===== src/rtl/input_amp_map.vh =====
// Register map and field constants of the input amplifier controls
`ifndef INPUT_AMP_MAP_VH
`define INPUT_AMP_MAP_VH
// Register indices; byte address is four times the index
`define AMP0_CTRL_IDX 6'h23
`define AMP1_CTRL_IDX 6'h24
`define AMP2_CTRL_IDX 6'h25
`define AMP3_CTRL_IDX 6'h26
`define AMP_CTRL_COUNT 4
`define AMP_CTRL_RESET 8'h40
// Field positions inside each control byte
`define MIC_SEL_BIT 7
`define SILENCE_BIT 6
`define LEVEL_MSB 5
`define LEVEL_LSB 0
`define LEVEL_MUTED 6'h00
// AXI4-Lite responses
`define RESP_OKAY 2'h0
`define RESP_SLVERR 2'h2
`endif


===== src/rtl/input_amp_gain_control_regs.v =====
// Input amplifier control register bank with AXI4-Lite slave
`timescale 1ns/1ns
`default_nettype none
`include "input_amp_map.vh"

module input_amp_gain_control_regs (
  input wire aclk,
  input wire aresetn,
  input wire [7:0] awaddr,
  input wire [2:0] awprot,
  input wire awvalid,
  output reg awready,
  input wire [31:0] wdata,
  input wire [3:0] wstrb,
  input wire wvalid,
  output reg wready,
  output reg [1:0] bresp,
  output reg bvalid,
  input wire bready,
  input wire [7:0] araddr,
  input wire [2:0] arprot,
  input wire arvalid,
  output reg arready,
  output reg [31:0] rdata,
  output reg [1:0] rresp,
  output reg rvalid,
  input wire rready,
  output reg [3:0] mic_select_power,
  output reg [3:0] amp_silence,
  output reg [23:0] amp_level_code,
  output reg [3:0] amp_polarity_inverted
);

  // Stored control bytes, one per analog input
  reg [7:0] ctrl [0:`AMP_CTRL_COUNT-1];
  // Write channel: one address and one data beat held each
  reg aw_held;
  reg w_held;
  reg [7:0] aw_addr;
  reg [7:0] w_byte;
  reg w_lane0;
  // Decoded addresses, {valid, index}
  wire [2:0] wr_dec;
  wire [2:0] rd_dec;
  // Handshake strobes of the five channels
  wire aw_take;
  wire w_take;
  wire wr_fire;
  wire b_done;
  wire ar_take;
  wire r_done;
  // Next values of the front-end controls
  wire [3:0] next_mic;
  wire [3:0] next_silence;
  wire [23:0] next_level;
  wire [3:0] next_polarity;
  integer i;

  // Maps a byte address to {valid, index}; low two bits are ignored
  function [2:0] decode;
    input [7:0] addr;
    reg [5:0] off;
    begin
      off = addr[7:2] - `AMP0_CTRL_IDX;
      if (addr[7:2] >= `AMP0_CTRL_IDX && addr[7:2] <= `AMP3_CTRL_IDX)
        decode = {1'b1, off[1:0]};
      else
        decode = 3'h0;
    end
  endfunction

  // Gain code handed to the amplifier; zero while the mute bit is set
  function [5:0] effective_level;
    input [7:0] ctrl_byte;
    begin
      if (ctrl_byte[`SILENCE_BIT])
        effective_level = `LEVEL_MUTED;
      else
        effective_level = ctrl_byte[`LEVEL_MSB:`LEVEL_LSB];
    end
  endfunction

  // Address decode of the held write and of the offered read
  assign wr_dec = decode(aw_addr);
  assign rd_dec = decode(araddr);

  // Strobes; a store waits for both halves and a free response slot
  assign aw_take = awvalid && awready;
  assign w_take = wvalid && wready;
  assign wr_fire = aw_held && w_held && !bvalid;
  assign b_done = bvalid && bready;
  assign ar_take = arvalid && arready;
  assign r_done = rvalid && rready;

  // Write address channel; ready comes up one cycle after reset release
  always @(posedge aclk) begin
    if (!aresetn) begin
      awready <= 1'b0;
      aw_held <= 1'b0;
      aw_addr <= 8'h00;
    end else begin
      if (!aw_held && !bvalid)
        awready <= !aw_take;
      if (aw_take) begin
        aw_held <= 1'b1;
        aw_addr <= awaddr;
      end
      if (wr_fire)
        aw_held <= 1'b0;
      // Closed until the response is taken, so one write at a time
      if (b_done)
        awready <= 1'b1;
    end
  end

  // Write data channel; only the low byte lane carries register data
  always @(posedge aclk) begin
    if (!aresetn) begin
      wready <= 1'b0;
      w_held <= 1'b0;
      w_byte <= 8'h00;
      w_lane0 <= 1'b0;
    end else begin
      if (!w_held && !bvalid)
        wready <= !w_take;
      if (w_take) begin
        w_held <= 1'b1;
        w_byte <= wdata[7:0];
        w_lane0 <= wstrb[0];
      end
      if (wr_fire)
        w_held <= 1'b0;
      if (b_done)
        wready <= 1'b1;
    end
  end

  // Write response and store; an unmapped address is answered, not stored
  always @(posedge aclk) begin
    if (!aresetn) begin
      bvalid <= 1'b0;
      bresp <= `RESP_OKAY;
      for (i = 0; i < `AMP_CTRL_COUNT; i = i + 1)
        ctrl[i] <= `AMP_CTRL_RESET;
    end else begin
      if (wr_fire) begin
        bvalid <= 1'b1;
        if (wr_dec[2]) begin
          bresp <= `RESP_OKAY;
          // Whole byte stored so reads give it back unchanged
          if (w_lane0)
            ctrl[wr_dec[1:0]] <= w_byte;
        end else begin
          bresp <= `RESP_SLVERR;
        end
      end
      if (b_done)
        bvalid <= 1'b0;
    end
  end

  // Read address channel; closed while an answer is waiting
  always @(posedge aclk) begin
    if (!aresetn) begin
      arready <= 1'b0;
    end else begin
      if (!rvalid)
        arready <= !ar_take;
      if (r_done)
        arready <= 1'b1;
    end
  end

  // Read answer, one cycle after the address; upper bits always zero
  always @(posedge aclk) begin
    if (!aresetn) begin
      rvalid <= 1'b0;
      rdata <= 32'h00000000;
      rresp <= `RESP_OKAY;
    end else begin
      if (ar_take) begin
        rvalid <= 1'b1;
        if (rd_dec[2]) begin
          rdata <= {24'h000000, ctrl[rd_dec[1:0]]};
          rresp <= `RESP_OKAY;
        end else begin
          rdata <= 32'h00000000;
          rresp <= `RESP_SLVERR;
        end
      end
      if (r_done)
        rvalid <= 1'b0;
    end
  end

  // Per-channel decode of the stored byte into front-end controls
  genvar g;
  generate
    for (g = 0; g < `AMP_CTRL_COUNT; g = g + 1) begin : chan
      assign next_mic[g] = ctrl[g][`MIC_SEL_BIT];
      assign next_silence[g] = ctrl[g][`SILENCE_BIT];
      // Forced code so a stale gain never reaches a muted amp
      assign next_level[g*6+5:g*6] = effective_level(ctrl[g]);
      // Inversion only applies while the amplifier is in the path
      assign next_polarity[g] = ctrl[g][`MIC_SEL_BIT];
    end
  endgenerate

  // Controls lag the stored bytes by one clock; outputs leave from flops
  always @(posedge aclk) begin
    if (!aresetn) begin
      mic_select_power <= 4'h0;
      amp_silence <= 4'hF;
      amp_level_code <= 24'h000000;
      amp_polarity_inverted <= 4'h0;
    end else begin
      mic_select_power <= next_mic;
      amp_silence <= next_silence;
      amp_level_code <= next_level;
      amp_polarity_inverted <= next_polarity;
    end
  end

endmodule // input_amp_gain_control_regs
`default_nettype wire


===== config.mk =====
export PLATFORM = sky130hd
export DESIGN_NAME = input_amp_gain_control_regs
export DESIGN_NICKNAME = d
export VERILOG_FILES = /design/src/rtl/input_amp_gain_control_regs.v
export VERILOG_INCLUDE_DIRS = /design/src /design/src/rtl
export SDC_FILE = /design/constraint.sdc
export NUM_CORES = 1
export LEC_CHECK = 0
export ABC_AREA = 1
export BUFFER_PORTS_ARGS = -buffer_cell sky130_fd_sc_hd__buf_2
export CAP_MARGIN = 25
export CELL_PAD_IN_SITES_DETAIL_PLACEMENT = 1
export CELL_PAD_IN_SITES_GLOBAL_PLACEMENT = 1
export CORE_ASPECT_RATIO = 1.4
export CORE_UTILIZATION = 30
export CTS_CLUSTER_DIAMETER = 30
export CTS_CLUSTER_SIZE = 12
export DETAILED_ROUTE_END_ITERATION = 7
export GPL_TIMING_DRIVEN = 0
export PLACE_DENSITY_LB_ADDON = 0.1
export REMOVE_ABC_BUFFERS = 1
export SLEW_MARGIN = 25
export SYNTH_ARGS = -nofsm -noshare
export SYNTH_HDL_FRONTEND = slang
export SYNTH_SLANG_ARGS = --single-unit

===== constraint.sdc =====
create_clock -name aclk -period 2.85 [get_ports aclk]
set_input_delay 0.285 -clock aclk [delete_from_list [all_inputs] [get_ports aclk]]
set_output_delay 0.285 -clock aclk [all_outputs]
set_load 0.01 [all_outputs]

==> impl_summary.md, run 1 <==
Outcome
The run finished with clean final reports.

Clocking
The tree is rooted in a sky130_fd_sc_hd__clkbuf_16. The worst-skew pair later-pin latency is between 300 and 400 ps. The clock-pin slew reported for the worst setup and hold paths after clock tree synthesis is about 70 ps.

The number of instances resized during post-cts repair is 0. The number of clock sinks seen by CTS is 96. The CTS tree is done. Buffers inserted to repair hold after CTS numbered 0. The total CTS buffers is 9.

The number of buffers on the longest clock path is 2. The number of H-tree levels is 3. The post-CTS setup buffer count is 0.

GRT
The number of global-route vias before repair is just under 3k. The first global-routing pass estimated between 10,000 and 15,000 um of wire. The global-route congestion overflow total is 0. Entering global routing, the biggest net connects 35 pins. In the global route stage, overall resource usage came out at 14.2%. The initial antenna violation count is 0.

Detailed routing
In the final routed layout, each cell accounts on average for approximately 14 um. The detailed-routed wire length on met3 is 340 um. For this run, design rule violations remaining after detail routing come to 0. Routed signal wires occupy layers up through met4. After the first detailed-routing iteration, the DRC count stood at 57. The number of detailed-route iterations in the first pass is 4. The detailed router placed roughly 3k vias in this run.

The met2 wire length is roughly 4700 um. The number of vias per cell after detailed routing is around 4.4. The detail route stage leaves a number of antenna-violating nets equal to 0. The detailed router put a total of about 3900 um of wire on met1. The sum of routed wire length over all layers is 9300 um.

Timing
Dividing the final minimum period by the clock period gives between 70% and 80%. The final number of max-transition violations is 0. The time the final worst path needs with I/O delays and setup is 2190 ps.

The number of hold-slack violations in the final timing report is 0. The setup TNS is 0 ps. The largest clock skew in the final design is between 8 and 9 ps. The final setup violation count is 0. At the pin with the least slew margin, the transition time is 675 ps. Setup repair after global routing left no endpoint under its margin. The relative slew slack is between 50% and 60%. Static timing analysis puts the maximum clock frequency at ~460 MHz.

Once routing completed, OpenROAD measured the worst setup slack at approximately 660 ps.

Yosys
The flip-flop cell with the highest count after synthesis is sky130_fd_sc_hd__dfxtp_1. The cell area that synthesis handed to floorplanning was 0.00395 mm2. A synthesized cell averages around 9.0 um2. Synthesis instantiated 29 different standard cells from the library. After synthesis, the largest family of logic cells by area is simple AND/OR/NAND/NOR gates.

The synthesized design contains 96 register bits. The number of warnings printed during yosys synthesis is 0. The share of the synthesized area in the top cell type is around a third. The sequential-to-total area share from yosys stat is 56.7%.

Counting flops with a built-in enable in the synthesized netlist gives 32. The adder-cell share of the synthesized area is 1.27%. The share of cell area taken by muxes after synthesis is 0%.

The fraction of the mapped netlist area in compound gates is under 10%. Synthesis produced a netlist whose cell count is roughly 440. Of all cell types, the one taking the most synthesized area is sky130_fd_sc_hd__dfxtp_1. After synthesis, the cell types taking the most area are sky130_fd_sc_hd__dfxtp_1 (32%), sky130_fd_sc_hd__edfxtp_1 (24%), sky130_fd_sc_hd__nand2_1 (6.1%). The fraction of synthesis flops using an asynchronous set or reset pin is 0%. After Yosys synthesis, and, or, nand and nor cells account for between 20% and 30% of the synthesized area. After Yosys synthesis, XOR and XNOR cells account for 0% of the synthesized area.

Power and ir drop
IR analysis of the VDD net gives a maximum drop of approximately 0.26 mV. The analysis attributes to cell leakage a power of 2.15 nW. The clock power share is 41.4%. The switching part of the total power is between 20% and 30%. For this design the ratio of total power to cell area is between 600 and 700 mW/mm2. Sequential cells burn about half of the power. The design draws roughly 2.9 mW. The internal power is about 2.2 mW. In this run, the combinational gates consume under 10% of the power. For this design the total switching power over the nets is between 600 and 700 uW.

Die
The number of placed I/O pins is 142. From left edge to right edge, the die measures ~100 um. The starting density of the core is 30.7%. The site row count is 49. After floorplanning, the core was sized to cover roughly 0.013 mm2. The die covers 0.0136 mm2. The die extent in y is roughly 140 um.

Min path
The path class of the tightest hold or removal check is input port to flop. The worst hold path depth is 2.

Final layout
0 antenna diodes ended up in the layout. The net count reported at finish is just under 600. Relative to the synthesized area, the layout overhead comes to 18.1%. The non-filler instance count after layout is 675. The fraction of final layout cells with drive strength greater than 1 is ~22%.

Setup path
At the worst endpoint, the arrival time is between 2000 and 2500 ps. The worst setup path is launched from a flop. STA classifies the critical path endpoint as a flop. The worst setup path is of the flop to flop kind. STA puts the critical path data required time at between 2000 and 3000 ps.

The worst register-to-register path has a depth of 10. In this run the worst path has a maximum fanout of 17.

Place
The congestion estimate from routability-driven global placement came to 0.812. The number of buffer cells added on primary ports is 78. The HPWL after detailed placement is around 6900 um. The number of placed instances with taps included is 655. The placement-stage worst setup slack is -187 ps.

Run
Max-cap violations in this run came to 0.
cell type report:
| cell class | count | area, um2 |
|---|---|---|
| timing repair buffer | 82 | 420 |
| clock buffer | 10 | 229 |
| fill | 1545 | 8200 |
| clock inverter | 6 | 61.3 |
| sequential | 96 | 2240 |
| multi-input combinational | 264 | 1290 |
| tap | 153 | 191 |
| inverter | 64 | 240 |
synth_stat cells (4+ instances only):
| cell | n |
|---|---|
| sky130_fd_sc_hd__dfxtp_1 | 64 |
| sky130_fd_sc_hd__nand3_1 | 21 |
| sky130_fd_sc_hd__nor2_1 | 56 |
| sky130_fd_sc_hd__nand4_1 | 17 |
| sky130_fd_sc_hd__buf_2 | 4 |
| sky130_fd_sc_hd__o21ai_0 | 20 |
| sky130_fd_sc_hd__a21oi_1 | 24 |
| sky130_fd_sc_hd__inv_1 | 62 |
| sky130_fd_sc_hd__nor2_2 | 8 |
| sky130_fd_sc_hd__nand2_1 | 64 |
| sky130_fd_sc_hd__ha_1 | 4 |
| sky130_fd_sc_hd__nor2_4 | 4 |
| sky130_fd_sc_hd__nor3_1 | 7 |
| sky130_fd_sc_hd__clkbuf_1 | 7 |
| sky130_fd_sc_hd__buf_4 | 31 |
| sky130_fd_sc_hd__edfxtp_1 | 32 |
logic make-up (layout without fill, tap and decap cells):
group,after synthesis,count (layout)
AOI/OAI and AO/OA,46,46
adders and majority gates,4,4
DFF,96,96
buffers and inverters,106,162
other,1,26
and+or+nand+nor,188,188
worst max-delay path, stage by stage (launching register included):
cell and delay, ps:
sky130_fd_sc_hd__dfxtp_1 330, sky130_fd_sc_hd__inv_1 80, sky130_fd_sc_hd__ha_1 140, sky130_fd_sc_hd__nor2_1 40, sky130_fd_sc_hd__nand2_1 60, sky130_fd_sc_hd__nand3_2 120, sky130_fd_sc_hd__nor2_2 120, sky130_fd_sc_hd__inv_2 60
sky130_fd_sc_hd__nor2_4 110, sky130_fd_sc_hd__nand2_4 160, sky130_fd_sc_hd__o21ai_1 590
final timing paths:
check | slack [ps] | startpoint | endpoint
worst max register to register | 660 | aw_addr[2]$_SDFFE_PN0P_ | ctrl[2][0]$_SDFFCE_PN0P_
worst min register to register | 470 | rdata[7]$_SDFFE_PN0P_ | rdata[7]$_SDFFE_PN0P_
worst min-delay path | 130 | rready | rvalid$_SDFFE_PP0P_
worst max-delay path | 660 | aw_addr[2]$_SDFFE_PN0P_ | ctrl[2][0]$_SDFFCE_PN0P_
power by group through the flow:
stage | logic (mW) | registers (mW) | clock network (mW)
floorplan | 0.121 | 1.51 | 0
global placement | 0.205 | 1.50 | 0
detailed placement | 0.209 | 1.51 | 0
CTS | 0.211 | 1.47 | 1.22
global route | 0.240 | 1.48 | 1.28
finish | 0.211 | 1.47 | 1.19
routing by layer:
metal	vias to the layer above	track usage, %
li1	1509	-
met1	1375	15.3
met2	79	25.3
met3	23	3.20
met4	0	8.54
met5	-	0
through the flow:
step                utilization, %  cell area [um2]  hold slack [ps]
floorplan                        -             3770              378
global placement              33.8             4350              452
detailed placement            33.8             4350              462
CTS                           36.0             4640              126
global route                  36.3             4670              133
finish                        36.3             4670              133
layout by cell type, fill, tap and decap left out, types with 2 or more instances in the layout:
master	instances
sky130_fd_sc_hd__nor2_1	56
sky130_fd_sc_hd__clkinvlp_4	2
sky130_fd_sc_hd__buf_4	4
sky130_fd_sc_hd__nand2_1	64
sky130_fd_sc_hd__nor3_1	7
sky130_fd_sc_hd__edfxtp_1	32
sky130_fd_sc_hd__nor2_4	4
sky130_fd_sc_hd__nand2_4	3
sky130_fd_sc_hd__nand4_1	17
sky130_fd_sc_hd__dfxtp_1	64
sky130_fd_sc_hd__buf_2	78
sky130_fd_sc_hd__inv_1	62
sky130_fd_sc_hd__nand3_1	21
sky130_fd_sc_hd__conb_1	26
sky130_fd_sc_hd__or2_2	2
sky130_fd_sc_hd__clkinv_1	3
sky130_fd_sc_hd__nor2_2	8
sky130_fd_sc_hd__o21ai_0	19
sky130_fd_sc_hd__a21oi_1	24
sky130_fd_sc_hd__ha_1	4
sky130_fd_sc_hd__clkbuf_16	9
registers in the layout (all words and copies together) (netlist names):
name                   flops
w_byte                     8
wready                     1
bresp                      1
amp_silence                4
aw_addr                    6
arready                    1
w_held                     1
awready                    1
amp_polarity_inverted      4
rdata                      8
bvalid                     1
w_lane0                    1
aw_held                    1
rvalid                     1
rresp                      1
amp_level_code            24
ctrl                      32
No activity file was read; power rests on OpenSTA's default activity.
==> run 2, diff against run 1 <==
==> constraint.sdc (replaced) <==
create_clock -name aclk -period 2.2 [get_ports aclk]
set_input_delay 0.22 -clock aclk [delete_from_list [all_inputs] [get_ports aclk]]
set_output_delay 0.22 -clock aclk [all_outputs]
set_load 0.01 [all_outputs]
==> run 2 against run 1 <==
Net effect: routed wire length down 0.43%; register-to-register slack got worse by 480 ps; first-iteration DRC count up 35%; design area fell by 0.21%; clock power up 29%; die area is the same.
==> impl_summary.md, run 2 (synthesized netlist as in run 1, its figures left out) <==
Timing
The share of the cycle needed by the critical path after routing is 91.8% (was 76.8%). The setup TNS was 0 ps (unchanged). The final number of max-transition violations is 0 (unchanged). Unrepaired setup endpoints after global routing: false (unchanged).

The largest clock skew in the final design is 8.57 ps (was 8.79 ps). The time the final worst path needs with I/O delays and setup is 2020 ps (was 2190 ps). The worst-margin pin slew came to 691 ps (was 675 ps). The final setup violation count is 0 (unchanged). The relative slew slack came to 53.9% (was 55.0%). The worst hold margin was 72.1 ps (was 133 ps). The number of hold-slack violations in the final timing report is 0 (unchanged).

The worst setup slack after layout is 181 ps (was 661 ps). The maximum clock frequency is 495 MHz (was 457 MHz).

Setup path
The largest fanout on the critical path is 17 (unchanged). The register-to-register path setup slack is 180 ps (was 660 ps). The type of element capturing the critical path is a flop (unchanged). The buffer and inverter count on the worst path came to 2 (unchanged).

The category of the most critical setup path is flop to flop (unchanged). The dominant delay contributor by cell family on the critical path is simple AND/OR/NAND/NOR gates (unchanged). The startpoint type of the worst setup path is a flop (unchanged). Among the stages of the critical path, the cell type that occurs most often is sky130_fd_sc_hd__nand2_4. The data arrival time of the critical path is 2050 ps (was 2160 ps). The maximum single-stage delay on the critical path is 330 ps (was 590 ps). Crit path cell chain: inv_1 > ha_1 > nor2_1 > nand2_1 > nand3_2 > nor2_2 > inv_2 > nor2_4 > nand2_4 > nor2_8 > nand2_4 > nand2_2 (was inv_1 > ha_1 > nor2_1 > nand2_1 > nand3_2 > nor2_2 > inv_2 > nor2_4 > nand2_4 > o21ai_1). The slowest library cell on the worst path is sky130_fd_sc_hd__dfxtp_1 (was sky130_fd_sc_hd__o21ai_1). The data required time at the worst endpoint is 2230 ps (was 2820 ps).

Run
The count of maximum capacitance violations is 0 (unchanged).

Clocking
The CTS tree is done (unchanged). The number of H-tree levels is 3 (unchanged). The clock-pin slew reported for the worst setup and hold paths after clock tree synthesis is 70 ps (about the same). The number of buffers on the longest clock path was 2 (unchanged).

The total of hold buffers inserted after clock tree synthesis is 0 (unchanged). The total CTS buffers is 9 (unchanged). The number of clock sinks seen by CTS is 96 (unchanged). The root buffer selected by CTS is sky130_fd_sc_hd__clkbuf_16 (unchanged). The worst-skew pair later-pin latency is 340 ps (about the same).

Final layout
Biggest regs: ctrl (32), amp_level_code (24) (unchanged). The most frequent standard cell in the layout excluding fill and tap cells is sky130_fd_sc_hd__buf_2 (unchanged). The utilization after layout is 36.2% (was 36.3%).

The number of fill cells in the layout is 1,548 (was 1,545). Most frequent cells in the layout: sky130_fd_sc_hd__buf_2 (78), sky130_fd_sc_hd__dfxtp_1 (64), sky130_fd_sc_hd__inv_1 (62), sky130_fd_sc_hd__nand2_1 (62), sky130_fd_sc_hd__nor2_1 (56) (was sky130_fd_sc_hd__buf_2 (78), sky130_fd_sc_hd__nand2_1 (64), sky130_fd_sc_hd__dfxtp_1 (64)). The area of the multi-input gates is 0.00129 mm2 (about the same). The sequential cell area in the final layout is 0.00224 mm2 (unchanged).

The total inserted antenna cells is 0 (unchanged). The area added between synthesis and finish is 17.9% (was 18.1%). The net count reported at finish was 583 (was 586). The post-route cell area is 0.00466 mm2 (was 0.00467 mm2). The fraction of final layout cells with drive strength greater than 1 is 22.7% (was 22.4%).

The flip-flop count of the largest register, all copies and words added is 32 (unchanged). The non-filler instance count after layout is 672 (was 675). The register with the highest flop count was ctrl (unchanged).

Die
The standard cell core area is 0.0129 mm2 (unchanged). The number of placed I/O pins is 142 (unchanged). The starting density of the core is 30.7% (unchanged). The die extent in y is 138 um (unchanged). The site row count is 49 (unchanged). The area of the die is 0.0136 mm2 (unchanged). The chip width is 99.0 um (unchanged).

GRT
The largest net degree at the start of global routing is 35 (unchanged). The total global routing track utilization is 14.3% (was 14.2%). The initial antenna violation count came to 0 (unchanged). The global-route congestion overflow total is 0 (unchanged).

The first-pass GRT wire length came to 14,500 um (about the same). The number of global-route vias before repair is 2,942 (was 2,930).

Place
The number of buffer cells added on primary ports is 78 (unchanged). The final weighted congestion in routability-driven placement is 0.812 (unchanged). The number of placed instances with taps included is 655 (unchanged). The placement-stage worst setup slack came to -772 ps (was -187 ps). The post-place instance area came to 0.00435 mm2 (unchanged). The HPWL after detailed placement is 6890 um (unchanged).

Detailed routing
The via total after detailed routing is 2,961 (was 2,986). The sum of routed wire length over all layers is 9260 um (was 9300 um). The number of detailed-route iterations in the first pass is 4 (unchanged).

The remaining routing DRC violations is 0 (unchanged). The number of DRC markers after the initial detailed-route iteration is 77 (was 57). The number of vias per cell after detailed routing was 4.41 (was 4.42). The average routed wire per standard cell is 13.8 um (about the same). The number of nets with antenna violations after detailed routing is 0 (unchanged).

Min path
The worst hold-check path type is input port to flop (unchanged).

Power and ir drop
The total power came to 3.72 mW (was 2.87 mW). The maximum ir drop on the vdd rail came to 0.330 mV (was 0.256 mV). The total power divided by cell area is 798 mW/mm2 (was 615 mW/mm2). The leakage power total is 2.14 nW (was 2.15 nW).

Outcome
Result of the run: completed (unchanged).
run 2: routing by layer:
layer,vias to the layer above,share of wire (%),track usage (%)
met2,81,52,25.6
li1,1498,-,-
met5,-,0,0
met4,0,3.9,8.54
met1,1360,41,15.3
met3,22,3.7,3.20
run 2: path summary, 6_finish.rpt:
path | start | end | cells after the start
setup / recovery | aw_addr[2]$_SDFFE_PN0P_ | ctrl[1][2]$_SDFFCE_PN0P_ | 12
hold reg to reg | rdata[7]$_SDFFE_PN0P_ | rdata[7]$_SDFFE_PN0P_ | 2
hold / removal | rready | rvalid$_SDFFE_PP0P_ | 2
setup reg to reg | aw_addr[2]$_SDFFE_PN0P_ | ctrl[1][2]$_SDFFCE_PN0P_ | 12
run 2: area by class of cell:
type,instances,area share (%)
repair buffers,79,8.54
clock buffers,10,4.91
multi-input cells,264,27.8
flip-flops and latches,96,48.1
clock inverters,6,1.32
inverters,64,5.23
well taps,153,4.11
run 2: power by group:
group	switching, mW	internal, mW
Clock	0.663	0.876
Sequential	0.0265	1.88
Combinational	0.193	0.0777
run 2: what timing repair did:
item                       CTS  global route
cloned                       0             0
resized for setup            2             3
buffers inserted             1             0
setup endpoints to repair   17            24
pin swaps                    0             0
run 2: worst reg2reg max path, cell delays in order (launching register included):
cell and delay, ps:
sky130_fd_sc_hd__dfxtp_1 330, sky130_fd_sc_hd__inv_1 80, sky130_fd_sc_hd__ha_1 140, sky130_fd_sc_hd__nor2_1 40, sky130_fd_sc_hd__nand2_1 60, sky130_fd_sc_hd__nand3_2 120
sky130_fd_sc_hd__nor2_2 120, sky130_fd_sc_hd__inv_2 60, sky130_fd_sc_hd__nor2_4 110, sky130_fd_sc_hd__nand2_4 160, sky130_fd_sc_hd__nor2_8 190, sky130_fd_sc_hd__nand2_4 100
sky130_fd_sc_hd__nand2_2 190
==> run 3, diff against run 2 <==
--- a/config.mk
+++ b/config.mk
@@ -13,6 +13,7 @@
 export CELL_PAD_IN_SITES_GLOBAL_PLACEMENT = 1
 export CORE_ASPECT_RATIO = 1.4
 export CORE_UTILIZATION = 30
+export CTS_BUF_LIST = sky130_fd_sc_hd__clkbuf_8 sky130_fd_sc_hd__clkbuf_16
 export CTS_CLUSTER_DIAMETER = 30
 export CTS_CLUSTER_SIZE = 12
 export DETAILED_ROUTE_END_ITERATION = 7
==> run 3 against run 2 <==
Net effect: via count about the same; combinational power hardly changed; design area is the same; global-route usage barely moved; die area unchanged; register-to-register slack barely moved; largest cell class unchanged; largest power group unchanged.
==> impl_summary.md, run 3 (synthesized netlist as in run 1, its figures left out) <==
Detailed routing
The number of nets with antenna violations after detailed routing is 0 (unchanged). The via total after detailed routing is 2,962 (was 2,961). The number of vias per cell after detailed routing is 4.41 (about the same).

The number of detailed-route iterations in the first pass was 4 (unchanged). The number of DRC markers after the initial detailed-route iteration came to 74 (was 77). The sum of routed wire length over all layers is 9270 um (was 9260 um). The average routed wire per standard cell came to 13.8 um (about the same). The remaining routing DRC violations is 0 (unchanged).

Final layout
The register with the highest flop count is ctrl (unchanged). The area added between synthesis and finish is 17.9% (unchanged). Biggest regs: ctrl (32), amp_level_code (24) (unchanged). The net count reported at finish was 583 (unchanged). The total inserted antenna cells is 0 (unchanged). The flip-flop count of the largest register, all copies and words added is 32 (unchanged). The most frequent standard cell in the layout excluding fill and tap cells is sky130_fd_sc_hd__buf_2 (unchanged). The fraction of final layout cells with drive strength greater than 1 was 22.7% (unchanged). Most frequent cells in the layout: sky130_fd_sc_hd__buf_2 (78), sky130_fd_sc_hd__dfxtp_1 (64), sky130_fd_sc_hd__inv_1 (63) (was sky130_fd_sc_hd__buf_2 (78), sky130_fd_sc_hd__dfxtp_1 (64), sky130_fd_sc_hd__inv_1 (62), sky130_fd_sc_hd__nand2_1 (62), sky130_fd_sc_hd__nor2_1 (56)).

Setup path
The startpoint of the worst register-to-register path was aw_addr[2]$_SDFFE_PN0P_ (unchanged). The most used cell along the critical path is sky130_fd_sc_hd__nand2_4 (unchanged). The largest fanout on the critical path came to 17 (unchanged). The data arrival time of the critical path is 2050 ps (about the same). The type of element capturing the critical path is a flop (unchanged). The category of the most critical setup path is flop to flop (unchanged). The source of the critical timing path is aw_addr[2]$_SDFFE_PN0P_ (unchanged). Crit path cell chain: inv_1 > ha_1 > nor2_1 > nand2_1 > nand3_2 > nor2_2 > inv_2 > nor2_4 > nand2_4 > nor2_8 > nand2_4 > nand2_2 (unchanged). The startpoint type of the worst setup path was a flop (unchanged).

The maximum single-stage delay on the critical path came to 330 ps (about the same). The data required time at the worst endpoint was 2230 ps (about the same). The slowest library cell on the worst path is sky130_fd_sc_hd__dfxtp_1 (unchanged).

Power and ir drop
The internal power is 2.83 mW (was 2.84 mW). The clock power share is 41.3% (was 41.4%). The net switching power figure is 885 uW (was 883 uW). The maximum ir drop on the vdd rail is 0.330 mV (about the same). The total power divided by cell area came to 797 mW/mm2 (was 798 mW/mm2). The leakage power total came to 2.14 nW (about the same). The sequential power share is 51.4% (was 51.3%). The logic gate share of total power is 7.3% (about the same).

The switching part of the total power is 23.8% (was 23.7%). The total power is 3.72 mW (about the same).

Die
The site row count is 49 (unchanged). The standard cell core area is 0.0129 mm2 (unchanged). The die extent in y is 138 um (unchanged).

The area of the die is 0.0136 mm2 (unchanged). The starting density of the core is 30.7% (unchanged). The number of placed I/O pins was 142 (unchanged).

The chip width is 99.0 um (unchanged).

Timing
The maximum clock frequency was 495 MHz (about the same). The final number of max-transition violations came to 0 (unchanged). The number of hold-slack violations in the final timing report is 0 (unchanged). The time the final worst path needs with I/O delays and setup is 2020 ps (about the same).

Unrepaired setup endpoints after global routing: false (unchanged). The final setup violation count is 0 (unchanged). The worst-margin pin slew is 691 ps (about the same). The share of the cycle needed by the critical path after routing is 91.8% (about the same). The largest clock skew in the final design is 9.01 ps (was 8.57 ps). The relative slew slack is 54.0% (was 53.9%). The worst hold margin is 72.4 ps (was 72.1 ps).

Clocking
The CTS tree is done (unchanged). The number of buffers on the longest clock path is 2 (unchanged). The root buffer selected by CTS is sky130_fd_sc_hd__clkbuf_16 (unchanged). The total CTS buffers is 9 (unchanged).

The number of clock sinks seen by CTS is 96 (unchanged). The worst-skew pair later-pin latency was 340 ps (about the same). The clock-pin slew reported for the worst setup and hold paths after clock tree synthesis is 70 ps (about the same). The number of H-tree levels is 3 (unchanged). The total of hold buffers inserted after clock tree synthesis is 0 (unchanged).

GRT
The total global routing track utilization is 14.3% (about the same). The initial antenna violation count came to 0 (unchanged). The first-pass GRT wire length came to 14,600 um (was 14,500 um). The global-route congestion overflow total is 0 (unchanged). The largest net degree at the start of global routing is 35 (unchanged). The number of global-route vias before repair came to 2,936 (was 2,942).

Place
The number of buffer cells added on primary ports is 78 (unchanged). The final weighted congestion in routability-driven placement is 0.812 (unchanged). The HPWL after detailed placement came to 6890 um (unchanged).

Run
The count of maximum capacitance violations is 0 (unchanged).

Min path
The worst hold-check path type is input port to flop (unchanged). The source of the worst hold timing path is rready (unchanged).

Outcome
Result of the run: completed (unchanged).
run 3: metrics by stage:
step / setup WS [ps] / setup TNS, ps / util, % / area, um2 / instances
after global placement: -673 / -7800 / 33.8 / 4350 / 655
after CTS: 13.5 / 0 / 36.1 / 4650 / 672
after floorplan: 52.1 / 0 / - / 3770 / 424
after detailed placement: -772 / -9000 / 33.8 / 4350 / 655
final: 180 / 0 / 36.2 / 4660 / 672
after global routing: 0.963 / 0 / 36.2 / 4660 / 672
run 3: timing repair:
action | 4_1_cts | 5_1_grt
setup endpoints to repair | 17 | 24
setup buffers | 1 | 0
endpoints found under the hold margin | 0 | 0
resized for setup | 2 | 3
run 3: final cells by class:
class	instances	area (um2)
flip-flops and latches	96	2240
multi-input cells	264	1290
well taps	153	191
clock inverters	7	65.1
clock buffers	9	225
inverters	64	244
repair buffers	79	398
fillers	1548	8210
run 3: power by group through the flow:
| stage | sequential (mW) | clock, mW | combinational [mW] |
|---|---|---|---|
| floorplan | 1.95 | 0 | 0.157 |
| global placement | 1.95 | 0 | 0.266 |
| detailed placement | 1.95 | 0 | 0.271 |
| CTS | 1.91 | 1.58 | 0.275 |
| global route | 1.92 | 1.65 | 0.309 |
| finish | 1.91 | 1.54 | 0.271 |
run 3: critical path: cells and delay by family, from the launching register on:
family | cells | cell delay [ps]
buffers and inverters | 2 | 140
AND/OR/NAND/NOR | 9 | 1090
adder cells (fa/ha/maj) | 1 | 140
flip-flops | 1 | 330
run 3: worst paths after layout:
check,endpoint,slack (ps),depth (start not counted)
setup / recovery,ctrl[1][2]$_SDFFCE_PN0P_,180,12
setup reg to reg,ctrl[1][2]$_SDFFCE_PN0P_,180,12
hold / removal,rvalid$_SDFFE_PP0P_,70,2
hold reg to reg,rdata[7]$_SDFFE_PN0P_,470,2
run 3: routing by layer:
layer  GRT usage, %  vias to the layer above  part of all wire [%]
met2           25.5                       81                    51
met3           3.20                       22                   3.7
met1           15.4                     1361                    41
met4           8.54                        0                   3.9
li1               -                     1498                     -
met5              0                        -                     0
